===== config.mk =====
export PLATFORM = sky130hd
export DESIGN_NAME = annp_regs
export DESIGN_NICKNAME = d
export VERILOG_FILES = /design/src/hdl/annp_latch_bit.v /design/src/hdl/annp_sync2.v /design/src/hdl/annp_regs.v
export VERILOG_INCLUDE_DIRS = /design/src /design/src/common
export SDC_FILE = /design/constraint.sdc
export NUM_CORES = 1
export LEC_CHECK = 0
export CAP_MARGIN = 10
export CORE_MARGIN = 1
export CORE_UTILIZATION = 40
export CTS_CLUSTER_DIAMETER = 200
export DETAILED_ROUTE_END_ITERATION = 10
export DONT_BUFFER_PORTS = 1
export GPL_ROUTABILITY_DRIVEN = 0
export PLACE_DENSITY = 0.66
export RECOVER_POWER = 25
export SLEW_MARGIN = 20
export SYNTH_ARGS = -nofsm -noshare
export SYNTH_HDL_FRONTEND = slang
export SYNTH_SLANG_ARGS = --single-unit

===== constraint.sdc =====
create_clock -name ref_clk_i -period 4 [get_ports ref_clk_i]
set_input_delay 0.4 -clock ref_clk_i [delete_from_list [all_inputs] [get_ports ref_clk_i]]
set_output_delay 0.4 -clock ref_clk_i [all_outputs]
set_load 0.05 [all_outputs]

===== src/common/annp_map.vh =====
// How it works
// - Expansion bit 6 always reads one
// - Expansion bit 5 reads one: pages in 8
// - Parallel detection fault latches bit 4 high
// - Bit 3 follows partner next-page ability
// - Expansion bit 2 reads constant one
// - New page latches bit 1 until read
// - Bit 0 follows partner negotiation ability
// - Transmit bit 15 next page, reset zero
// - Bit 13 message or unformatted, reset one
// - Bit 12 acknowledge two: will comply
// - Toggle bit 11 inverts previous, reset zero
// - Code field resets one transmit, zero receive
// - Received page captured into register 8
// - Test mode field bits 15:13 selects test
// - Bit 12 enables manual master/slave value
// - Bit 11 manual master one, slave zero
// - Bit 10 port type, resets zero
// - Bit 9 advertises full duplex, reset one
`ifndef ANNP_MAP_VH
`define ANNP_MAP_VH
`define ANNP_IDX_EXP 5'h06
`define ANNP_IDX_NPTX 5'h07
`define ANNP_IDX_NPRX 5'h08
`define ANNP_IDX_MSC 5'h09
`define ANNP_NPTX_RST 16'h2001
`define ANNP_NPRX_RST 16'h0000
`define ANNP_MSC_RST 16'h0200
`define ANNP_NPTX_WMASK 16'hB7FF
`define ANNP_MSC_WMASK 16'hFF00
`define ANNP_BIT_NP 15
`define ANNP_BIT_TOG 11
`define ANNP_BIT_MSEN 12
`define ANNP_BIT_MSVAL 11
`define ANNP_BIT_PORT 10
`define ANNP_BIT_FD 9
`define ANNP_BIT_HD 8
`define ANNP_TM_HI 15
`define ANNP_TM_LO 13
`define ANNP_TM_MAX 3'h4
`endif


===== src/hdl/annp_latch_bit.v =====
`default_nettype none
// Latched-high status bit, cleared by register read
module annp_latch_bit (
  // Clock and reset
  input wire ref_clk_i,
  input wire rst_i,
  // Control
  input wire set_i,
  input wire rd_clr_i,
  // Status
  output reg q_o
);
  always @(posedge ref_clk_i or posedge rst_i)
  begin
    if (rst_i)
      q_o <= 1'b0;
    else if (set_i)
      q_o <= 1'b1;
    else if (rd_clr_i)
      q_o <= 1'b0;
  end
endmodule
`default_nettype wire


===== src/hdl/annp_sync2.v =====
`default_nettype none
// Two-flop level synchroniser
module annp_sync2 #(
  parameter WIDTH = 1
) (
  // Clock and reset
  input wire ref_clk_i,
  input wire rst_i,
  // Data
  input wire [WIDTH-1:0] d_i,
  output reg [WIDTH-1:0] q_o
);
  reg [WIDTH-1:0] meta_r;
  always @(posedge ref_clk_i or posedge rst_i)
  begin
    if (rst_i)
    begin
      meta_r <= {WIDTH{1'b0}};
      q_o <= {WIDTH{1'b0}};
    end
    else
    begin
      meta_r <= d_i;
      q_o <= meta_r;
    end
  end
endmodule
`default_nettype wire


===== src/hdl/annp_regs.v =====
`include "annp_map.vh"
`default_nettype none
module annp_regs (
  // Clock and reset
  input wire ref_clk_i,
  input wire rst_i,
  // Management register port
  input wire [4:0] reg_addr_i,
  input wire reg_wr_i,
  input wire reg_rd_i,
  input wire [15:0] reg_wdata_i,
  output reg [15:0] reg_rdata_o,
  // Negotiation engine status (asynchronous)
  input wire pd_fault_i,
  input wire lp_np_able_i,
  input wire lp_an_able_i,
  input wire page_rx_toggle_i,
  input wire [15:0] rx_page_i,
  // Transmit page handshake
  input wire tx_page_sent_i,
  output reg [15:0] tx_page_o,
  // Master/slave control outputs
  output reg [2:0] test_mode_o,
  output reg manual_ms_en_o,
  output reg manual_master_o,
  output reg multi_port_o,
  output reg adv_1000_fd_o,
  output reg adv_1000_hd_o
);
  ////////////////////////////////////////////////////////////////
  // Input synchronisation
  wire [19:0] sync_q;
  reg rx_tog_d_r;
  reg tx_sent_d_r;
  annp_sync2 #(
    .WIDTH(20)
  ) u_sync (
    .ref_clk_i(ref_clk_i),
    .rst_i(rst_i),
    .d_i({tx_page_sent_i, page_rx_toggle_i, pd_fault_i, lp_np_able_i, rx_page_i}),
    .q_o(sync_q)
  );
  wire [15:0] rx_page_s = sync_q[15:0];
  wire lp_np_s = sync_q[16];
  wire pd_fault_s = sync_q[17];
  wire rx_tog_s = sync_q[18];
  wire tx_sent_s = sync_q[19];
  reg lp_an_m_r;
  reg lp_an_s_r;
  wire page_rx_pulse = rx_tog_s ^ rx_tog_d_r;
  wire tx_sent_pulse = tx_sent_s & ~tx_sent_d_r;
  ////////////////////////////////////////////////////////////////
  // Decode
  wire rd_exp = reg_rd_i && (reg_addr_i == `ANNP_IDX_EXP);
  wire wr_nptx = reg_wr_i && (reg_addr_i == `ANNP_IDX_NPTX);
  wire wr_msc = reg_wr_i && (reg_addr_i == `ANNP_IDX_MSC);
  wire pdf_q;
  wire prx_q;
  annp_latch_bit u_pdf (
    .ref_clk_i(ref_clk_i),
    .rst_i(rst_i),
    .set_i(pd_fault_s),
    .rd_clr_i(rd_exp),
    .q_o(pdf_q)
  );
  annp_latch_bit u_prx (
    .ref_clk_i(ref_clk_i),
    .rst_i(rst_i),
    .set_i(page_rx_pulse),
    .rd_clr_i(rd_exp),
    .q_o(prx_q)
  );
  ////////////////////////////////////////////////////////////////
  // Registers
  reg [15:0] nptx_r;
  reg [15:0] nprx_r;
  reg [15:0] msc_r;
  reg tx_tog_r;
  always @(posedge ref_clk_i or posedge rst_i)
  begin
    if (rst_i)
    begin
      nptx_r <= `ANNP_NPTX_RST;
      nprx_r <= `ANNP_NPRX_RST;
      msc_r <= `ANNP_MSC_RST;
      tx_tog_r <= 1'b0;
      rx_tog_d_r <= 1'b0;
      tx_sent_d_r <= 1'b0;
      lp_an_m_r <= 1'b0;
      lp_an_s_r <= 1'b0;
    end
    else
    begin
      rx_tog_d_r <= rx_tog_s;
      tx_sent_d_r <= tx_sent_s;
      lp_an_m_r <= lp_an_able_i;
      lp_an_s_r <= lp_an_m_r;
      if (wr_nptx)
        nptx_r <= reg_wdata_i & `ANNP_NPTX_WMASK;
      if (tx_sent_pulse)
        tx_tog_r <= ~tx_tog_r;
      if (page_rx_pulse)
        nprx_r <= rx_page_s;
      if (wr_msc)
        msc_r <= reg_wdata_i & `ANNP_MSC_WMASK;
    end
  end
  ////////////////////////////////////////////////////////////////
  // Outputs and read data
  wire [15:0] exp_val = {9'h000, 1'b1, 1'b1, pdf_q, lp_np_s, 1'b1, prx_q, lp_an_s_r};
  wire [15:0] nptx_val = {nptx_r[15:12], tx_tog_r, nptx_r[10:0]};
  always @(posedge ref_clk_i or posedge rst_i)
  begin
    if (rst_i)
    begin
      reg_rdata_o <= 16'h0000;
      tx_page_o <= `ANNP_NPTX_RST;
      test_mode_o <= 3'h0;
      manual_ms_en_o <= 1'b0;
      manual_master_o <= 1'b0;
      multi_port_o <= 1'b0;
      adv_1000_fd_o <= 1'b1;
      adv_1000_hd_o <= 1'b0;
    end
    else
    begin
      tx_page_o <= nptx_val;
      test_mode_o <= (msc_r[`ANNP_TM_HI:`ANNP_TM_LO] > `ANNP_TM_MAX) ? 3'h0 : msc_r[`ANNP_TM_HI:`ANNP_TM_LO];
      manual_ms_en_o <= msc_r[`ANNP_BIT_MSEN];
      manual_master_o <= msc_r[`ANNP_BIT_MSEN] & msc_r[`ANNP_BIT_MSVAL];
      multi_port_o <= msc_r[`ANNP_BIT_PORT];
      adv_1000_fd_o <= msc_r[`ANNP_BIT_FD];
      adv_1000_hd_o <= msc_r[`ANNP_BIT_HD];
      case (reg_addr_i)
        `ANNP_IDX_EXP: reg_rdata_o <= exp_val;
        `ANNP_IDX_NPTX: reg_rdata_o <= nptx_val;
        `ANNP_IDX_NPRX: reg_rdata_o <= nprx_r;
        `ANNP_IDX_MSC: reg_rdata_o <= msc_r;
        default: reg_rdata_o <= 16'h0000;
      endcase
    end
  end
endmodule
`default_nettype wire


; ---- Word level (Yosys, flattened, before mapping)
; Index checks and enable logic that the tools add are counted.
[op_classes]
muxes = 5
n_eq_ne = 4
bitwise_logic = 5
reduce_logical = 5
magnitude_cmp = 1
[op_table]
columns = op, count
row1 = case mux 16 bit (4 select lines), 1
row2 = == test 5 x 3 -> 1 bit (second input constant), 2
row3 = == test 5 x 4 -> 1 bit (second input constant), 2
row4 = nonzero test 2 bit, 2
row5 = > comparator 3 bit (second input constant), 1
row6 = logical AND 1 bit, 3
row7 = 2-to-1 mux 1 bit, 3
row8 = 2-to-1 mux 3 bit, 1
row9 = AND 1 bit, 2
row10 = inverter 1 bit, 2
row11 = bitwise XOR 1 bit, 1
[totals]
wordCells = 40
inputBits = 46
output_inout_bits = 40
ff_bits = 124

; ---- Depth between registers and ports, before layout
; Gate-level depths: netlist of run 1.
[depth]
word_depth = 4
mapped_depth = 4
ltp_nobuf = 3

; ---- Modules after synthesis
; From an unflattened synthesis of run 1, not the netlist that was laid out.
[unflattened]
hier_cells = 234
area_unflattened_um2 = 4053.9
[by_module_without_submodules]
columns = module, area_per_inst_um2, cells_each, seq_area_each_um2, n_inst
row1 = annp_regs, 2969.1, 185, 2059.5, 1
row2 = annp_sync2, 1004.7, 41, 1001.0, 1
row3 = annp_latch_bit, 40.0, 4, 25.0, 2

; ---- Worst setup path after synthesis of run 1
; No wires, ideal clock.
[synth_timing]
path_kind = reg-to-reg
startpoint = register rx_tog_d_r
endpoint = register nprx_r[10]
arrival_ns = 1.398
path_stages_with_launch = 4
path_slack_ns = 2.477
period_less_slack_ns = 1.523
required_time_ns = 3.875
setup_time_ns = 0.125
n_path_buf = 1
path_cell_list = dfrtp_1 > xor2_1 > buf_4 > mux2_2
[synth_via]
elab_chain_len = 1
[synth_rtl]
columns = element, line_no
row1 = start: declaration, annp_regs.v:33  ; reg rx_tog_d_r;
row2 = start signal: assignment, annp_regs.v:94  ; rx_tog_d_r <= rx_tog_s;
row3 = bitwise XOR 1 bit, annp_regs.v:50  ; wire page_rx_pulse = rx_tog_s ^ rx_tog_d_r;
row4 = end signal: assignment, annp_regs.v:84  ; nprx_r <= `ANNP_NPRX_RST;
row5 = end signal: assignment, annp_regs.v:103  ; nprx_r <= rx_page_s;
row6 = end: declaration, annp_regs.v:76  ; reg [15:0] nprx_r;
; No other way between the ends.
; A chain may end at the register's enable or synchronous reset.

; ---- Worst setup path after layout of run 1
[layout_timing]
startpoint = register rx_tog_d_r
endpoint = register nprx_r[12]
; Same word-level chain as after synthesis.

==> reports/qor.yml, run 1 <==
layout:
  multiInputGateArea_um2: 875.8
  seq_area_um2: 3110
  final_util_pct: 51.24
  final_cell_mix: "dfrtp_1, mux2_2, dlygate4sd3_1, clkbuf_16, mux2i_1"
  final_common_cell: "dfrtp_1"
  fillers: 822
  nNetsFinal: 312
  final_cells: 412
  area_growth_pct: 24.24
  drive_gt1_share_pct: 28.32
  n_antenna_cell: 0
worst_setup_path:
  reg2reg_slack_ns: 2.32
  reg2reg_depth: 2
  crit_path_start_kind: "register"
  crit_required_ns: 4.40
  r2r_start: "rx_tog_d_r"
  cp_max_fo: 17
  r2r-end: "nprx_r[12]"
  cp-end-kind: "register"
  critPathKind: "reg -> reg"
  crit_arrival_ns: 2.08
  cp-endpoint: "nprx_r[12]"
  critPathLaunch: "rx_tog_d_r"
status:
  outcome: "complete, no violations"
floorplanning:
  die_h_um: 102.4
  rows: 36
  die-area_um2: 10480
  pin_count: 86
  core-area_um2: 9774
  die_w_um: 102.4
  floorplan.initialDensity_pct: 41.24
global_route:
  grt_pass1_wl_um: 10900
  track_usage_pct: 15.15
  grt_max_degree: 78
  first_global_vias: 2039
  antenna_found_initial: 0
  overflow: 0
pwr:
  p_int_mw: 2.475
  switchingPower_mw: 0.8503
  pwr-share-comb_pct: 4.8
  fin_total_pwr_mw: 3.325
  swShare_pct: 25.57
  ir_worst_vdd_uv: 248.2
  clkPwrFrac_pct: 44.7
  p_leak_nw: 2.217
  p_per_area_nw_per_um2: 663.9
  p_seq_share_pct: 50.5
clocking:
  cts_made_buffers: 17
  clock_latency_ns: 0.52
  cts_resized: 0
  cts_tree: "built"
  cts-root-buf: "clkbuf_8"
  htreeDepth: 4
  clock_sinks: 124
  clk_pin_slew_worst_paths_ns: 0.05
  cts_max_path_buffers: 2
placed_design:
  hpwlAfterDp_um: 4487
  dp.cells: 356
  port_buffers: 0
synthesis:
  yosys.area.top_type: "dfrtp_1"
  synthFlopType: "dfrtp_1"
  avgSynthCellArea_um2: 17.68
  synth_top_family_by_area: "multiplexers"
  synthCells: 228
  ys_warn_count: 0
  ys_seq_area_share_pct: 77.16
  synth_top_area_share_pct: 73.25
  synth-adder-area-share_pct: 0
  yosysUniqueCellTypes: 33
  synth_compound_area_share_pct: 4.128
  syn_area_um2: 4031
  synthXorXnorAreaFrac_pct: 0.4345
  synth-seq-cells: 124
  muxShareOfSynthArea_pct: 12.60
  synthSimpleGateAreaFrac_pct: 4.407
  synth_edf_count: 0
  synthTopCellsByArea: "dfrtp_1, mux2_2, dfstp_2, mux2i_1, o2bb2ai_1"
  syn-num-nets: 274
  ys_async_sr_fraction_pct: 100.0
sta:
  finalSetupTns_ns: 0
  rsz0062_at_grt: "no"
  finalClockSkew_ns: 0.003701
  whs_ns: 0.03267
  fmax_mhz: 595.6
  hold_viol_final: 0
  slew_headroom_pct: 19.36
  period_minus_slack_ns: 1.679
  setup-violations-final: 0
  worst_pin_slew_ns: 1.200
  slew_viol_final: 0
  period_share_pct: 41.97
drt:
  vias: 1961
  drt-initial-drc-count: 64
  totalWireLength_um: 6912
  ant_nets: 0
  drc: 0
  first_pass_iters: 4
  post_drt_via_cell_ratio: 4.760
  wl_per_cell_um: 16.78
worst_hold_path:
  hp-start: "reg_wdata_i[7]"
  min_path_type: "in -> reg"
flow_run:
  cap_viol_max_count: 0
per-layer routing:
layer / track usage [%] / wire length (um) / up-vias / share of wire, %
met1: 18.40 / 2901 / 995 / 42
met4: 9.231 / 185 / 0 / 2.7
met2: 21.42 / 3248 / 73 / 47
met5: 0 / 0 / - / 0
met3: 7.798 / 577 / 16 / 8.3
li1: - / - / 877 / -
flip-flops by register name (all words and copies together), names as in the netlist, 3 cells and up:
| name | count |
|---|---|
| u_sync.meta_r | 20 |
| u_sync.q_o | 20 |
| nprx_r | 16 |
| reg_rdata_o | 16 |
| tx_page_o | 15 |
| nptx_r | 14 |
| msc_r | 8 |
| test_mode_o | 3 |
metrics by stage:
step                      setup WS [ns]  area [um2]
after floorplan                  0.3107        4031
after global placement            2.259        4183
after detailed placement          2.228        4183
after CTS                         2.293        5014
after global routing              2.239        5009
final                             2.321        5009
worst max-delay path, cell delays in order, from the launching register on:
cell and delay [ns]:
dfrtp_1 0.39, xor2_2 0.75, mux2_2 0.42
synthesized netlist by cell type (2+ instances only):
master / instances
clkbuf_1: 2
o2bb2ai_1: 7
nor2b_1: 2
dfstp_2: 6
nand3_1: 5
buf_4: 3
a21o_1: 2
buf_2: 2
mux2_2: 37
mux2i_1: 8
inv_1: 2
o21ai_0: 4
a21oi_1: 6
dfrtp_1: 118
nand2_1: 3
a22oi_1: 4
kinds of logic after synthesis:
group | Yosys count
xor+xnor | 2
other cells | 1
mux | 46
flops | 124
compound gates | 24
simple gates | 22
buf+inv | 9
timing repair:
action,CTS,global route
endpoints found under the hold margin,99,0
hold buffers,24,0
setup endpoints to repair,0,0
buffers inserted,0,0
final cells by class:
cell class / count / area share (%)
sequential: 124 / 62.10
multi-input combinational: 95 / 17.49
clock buffer: 20 / 8.893
timing repair buffer: 26 / 5.096
tap: 133 / 3.323
clock inverter: 12 / 2.898
inverter: 2 / 0.1999
power by group through the flow:
stage | Combinational, mW | Sequential (mW) | Clock [mW]
after floorplan | 0.127 | 1.67 | 0
after CTS | 0.163 | 1.68 | 1.52
after global routing | 0.180 | 1.70 | 1.59
after global placement | 0.136 | 1.70 | 0
final | 0.159 | 1.68 | 1.49
after detailed placement | 0.141 | 1.71 | 0
worst min path at each step:
stage	endpoint	slack [ns]	cells after the start
CTS	nptx_r[7]	0.007	1
global placement	u_sync.q_o[18]	0.33	0
floorplan	lp_an_s_r	0.33	0
finish	nptx_r[7]	0.03	1
detailed placement	u_sync.q_o[10]	0.34	0
global route	nptx_r[12]	0.002	1
Power figures use the tool's default switching activity.
==> run 2, diff against run 1 <==
--- a/config.mk
+++ b/config.mk
@@ -13,7 +13,7 @@
 export DETAILED_ROUTE_END_ITERATION = 10
 export DONT_BUFFER_PORTS = 1
 export GPL_ROUTABILITY_DRIVEN = 0
-export PLACE_DENSITY = 0.66
+export PLACE_DENSITY = 0.68
 export RECOVER_POWER = 25
 export SLEW_MARGIN = 20
 export SYNTH_ARGS = -nofsm -noshare
==> constraint.sdc (replaced) <==
create_clock -name ref_clk_i -period 1.4 [get_ports ref_clk_i]
set_input_delay 0.14 -clock ref_clk_i [delete_from_list [all_inputs] [get_ports ref_clk_i]]
set_output_delay 0.14 -clock ref_clk_i [all_outputs]
set_load 0.05 [all_outputs]
==> run 2 against run 1 <==
  * Non-clock buffer count increased by 30
  * Global-route usage increased by 0.53 points
  * Clock power increased to 2.7 times the previous value
  * Count of clock-buffer cells in the layout increased by 1
  * Critical path type is now reg -> out
  * Critical endpoint is now tx_page_o[13]
==> reports/qor.yml, run 2 (synthesized netlist as in run 1, its figures left out) <==
status:
  outcome: "complete, no violations"
worst_hold_path:
  min_path_type: "in -> reg"
sta:
  hold_viol_final: 0
  finalClockSkew_ns: 0.007091
  rsz0062_at_grt: "no"
  slew_viol_final: 0
  worst_pin_slew_ns: 0.6193
  period_share_pct: 94.97
  setup-violations-final: 0
  slew_headroom_pct: 58.71
  fmax_mhz: 752.1
  period_minus_slack_ns: 1.330
clocking:
  clock_latency_ns: 0.51
  clk_pin_slew_worst_paths_ns: 0.05
  cts_made_buffers: 17
  cts-root-buf: "clkbuf_8"
  cts_tree: "built"
  post_cts_buffers: 0
  clock_sinks: 124
  htreeDepth: 4
  cts_max_path_buffers: 2
layout:
  final_common_cell: "dfrtp_1"
  area_growth_pct: 32.71
  n_antenna_cell: 0
  nNetsFinal: 342
  final_cell_mix: "dfrtp_1, dlygate4sd3_1, mux2_2, clkbuf_16, mux2i_1"
  top_regs: "u_sync.meta_r: 20 flops, u_sync.q_o: 20 flops"
  drive_gt1_share_pct: 28.80
  final_cells: 442
pwr:
  ir_worst_vdd_uv: 857.6
  p_per_area_nw_per_um2: 1766
  p_leak_nw: 2.381
  fin_total_pwr_mw: 9.451
worst_setup_path:
  crit_path_start_kind: "register"
  cp_max_fo: 1
  crit_arrival_ns: 1.19
  cp-end-kind: "output port"
  critPathKind: "reg -> out"
  crit_required_ns: 1.26
placed_design:
  port_buffers: 0
  hpwlAfterDp_um: 4597
  dp.cells: 362
floorplanning:
  die-area_um2: 10480
  core-area_um2: 9774
  pin_count: 86
  rows: 36
  die_w_um: 102.4
  floorplan.initialDensity_pct: 41.24
  die_h_um: 102.4
global_route:
  grt.met3_usage_pct: 7.114
  antenna_found_initial: 0
  track_usage_pct: 15.68
  grt_max_degree: 60
  first_global_vias: 2173
  busiest_layer: "met2"
  overflow: 0
  use_met2_pct: 23.44
  grtUsageMet1_pct: 18.76
  grt_pass1_wl_um: 11510
drt:
  first_pass_iters: 4
  vias: 2018
  post_drt_via_cell_ratio: 4.566
  drc: 0
  wl_per_cell_um: 16.55
  totalWireLength_um: 7314
  drt-initial-drc-count: 41
  ant_nets: 0
flow_run:
  cap_viol_max_count: 0
==> run 2: cell count changes in the layout (fill, tap and decap cells not counted), moves of 2 or more <==
cell | previous run | this run
dfstp_2 | 3 | 5
a22oi_2 | 0 | 2
dlygate4sd3_1 | 24 | 47
o21ai_0 | 4 | 2
buf_12 | 0 | 5
a22oi_1 | 4 | 2
dfstp_1 | 3 | 1
o21ai_1 | 0 | 2
==> run 2: area by class of cell <==
cell class                      instances  area [um2]
Multi-Input combinational cell         95       890.9
Clock inverter                         11       118.9
Inverter                                2       8.758
Timing Repair Buffer                   56       605.6
Clock buffer                           21       449.2
Sequential cell                       124        3110
Fill cell                             794        4424
Tap cell                              133       166.4
==> run 2: metrics by stage <==
step / instance area [um2] / utilization (%) / setup TNS, ns / hold WS (ns) / worst slack (ns)
final: 5350 / 54.74 / 0 / 0.03734 / 0.07048
after detailed placement: 4292 / 43.91 / 0 / -0.01346 / 0.1621
after CTS: 5340 / 54.63 / 0 / 0.01131 / 0.02757
after floorplan: 4043 / - / -30.73 / 0.1714 / -0.2604
after global routing: 5350 / 54.74 / 0 / 0.02197 / 0.005922
after global placement: 4292 / 43.91 / 0 / -0.01676 / 0.1954
==> run 2: timing repair <==
action                                 in CTS  in global routing
resized for setup                           0                  5
setup endpoints to repair                   0                  4
hold buffers                               48                  0
endpoints found under the hold margin     179                  0
==> run 2: layer usage <==
| layer | share of wire [%] | up-vias | wire, um |
|---|---|---|---|
| met3 | 7.3 | 5 | 534 |
| met4 | 1.0 | 0 | 76 |
| li1 | - | 936 | - |
| met1 | 43 | 1011 | 3170 |
| met5 | 0 | - | 0 |
| met2 | 48 | 66 | 3533 |
==> run 2: report_power, final <==
| group | switching [mW] | leakage [nW] | total, mW | internal, mW |
|---|---|---|---|---|
| combinational | 0.216 | 0.598 | 0.545 | 0.329 |
| clock | 1.48 | 0.270 | 4.09 | 2.61 |
| sequential | 0.791 | 1.51 | 4.82 | 4.03 |
==> run 2: path summary, 6_finish.rpt <==
check	startpoint	to	slack [ns]	depth (start not counted)
max	tx_page_o[13]	tx_page_o[13]	0.07	0
min	reg_addr_i[1]	msc_r[13]	0.04	3
max reg2reg	nprx_r[3]	reg_rdata_o[3]	0.08	3
min reg2reg	u_sync.meta_r[3]	u_sync.q_o[3]	0.34	0
max in group asynchronous	rst_i	tx_page_o[0]	0.56	3
min in group asynchronous	rst_i	u_sync.meta_r[14]	0.12	2
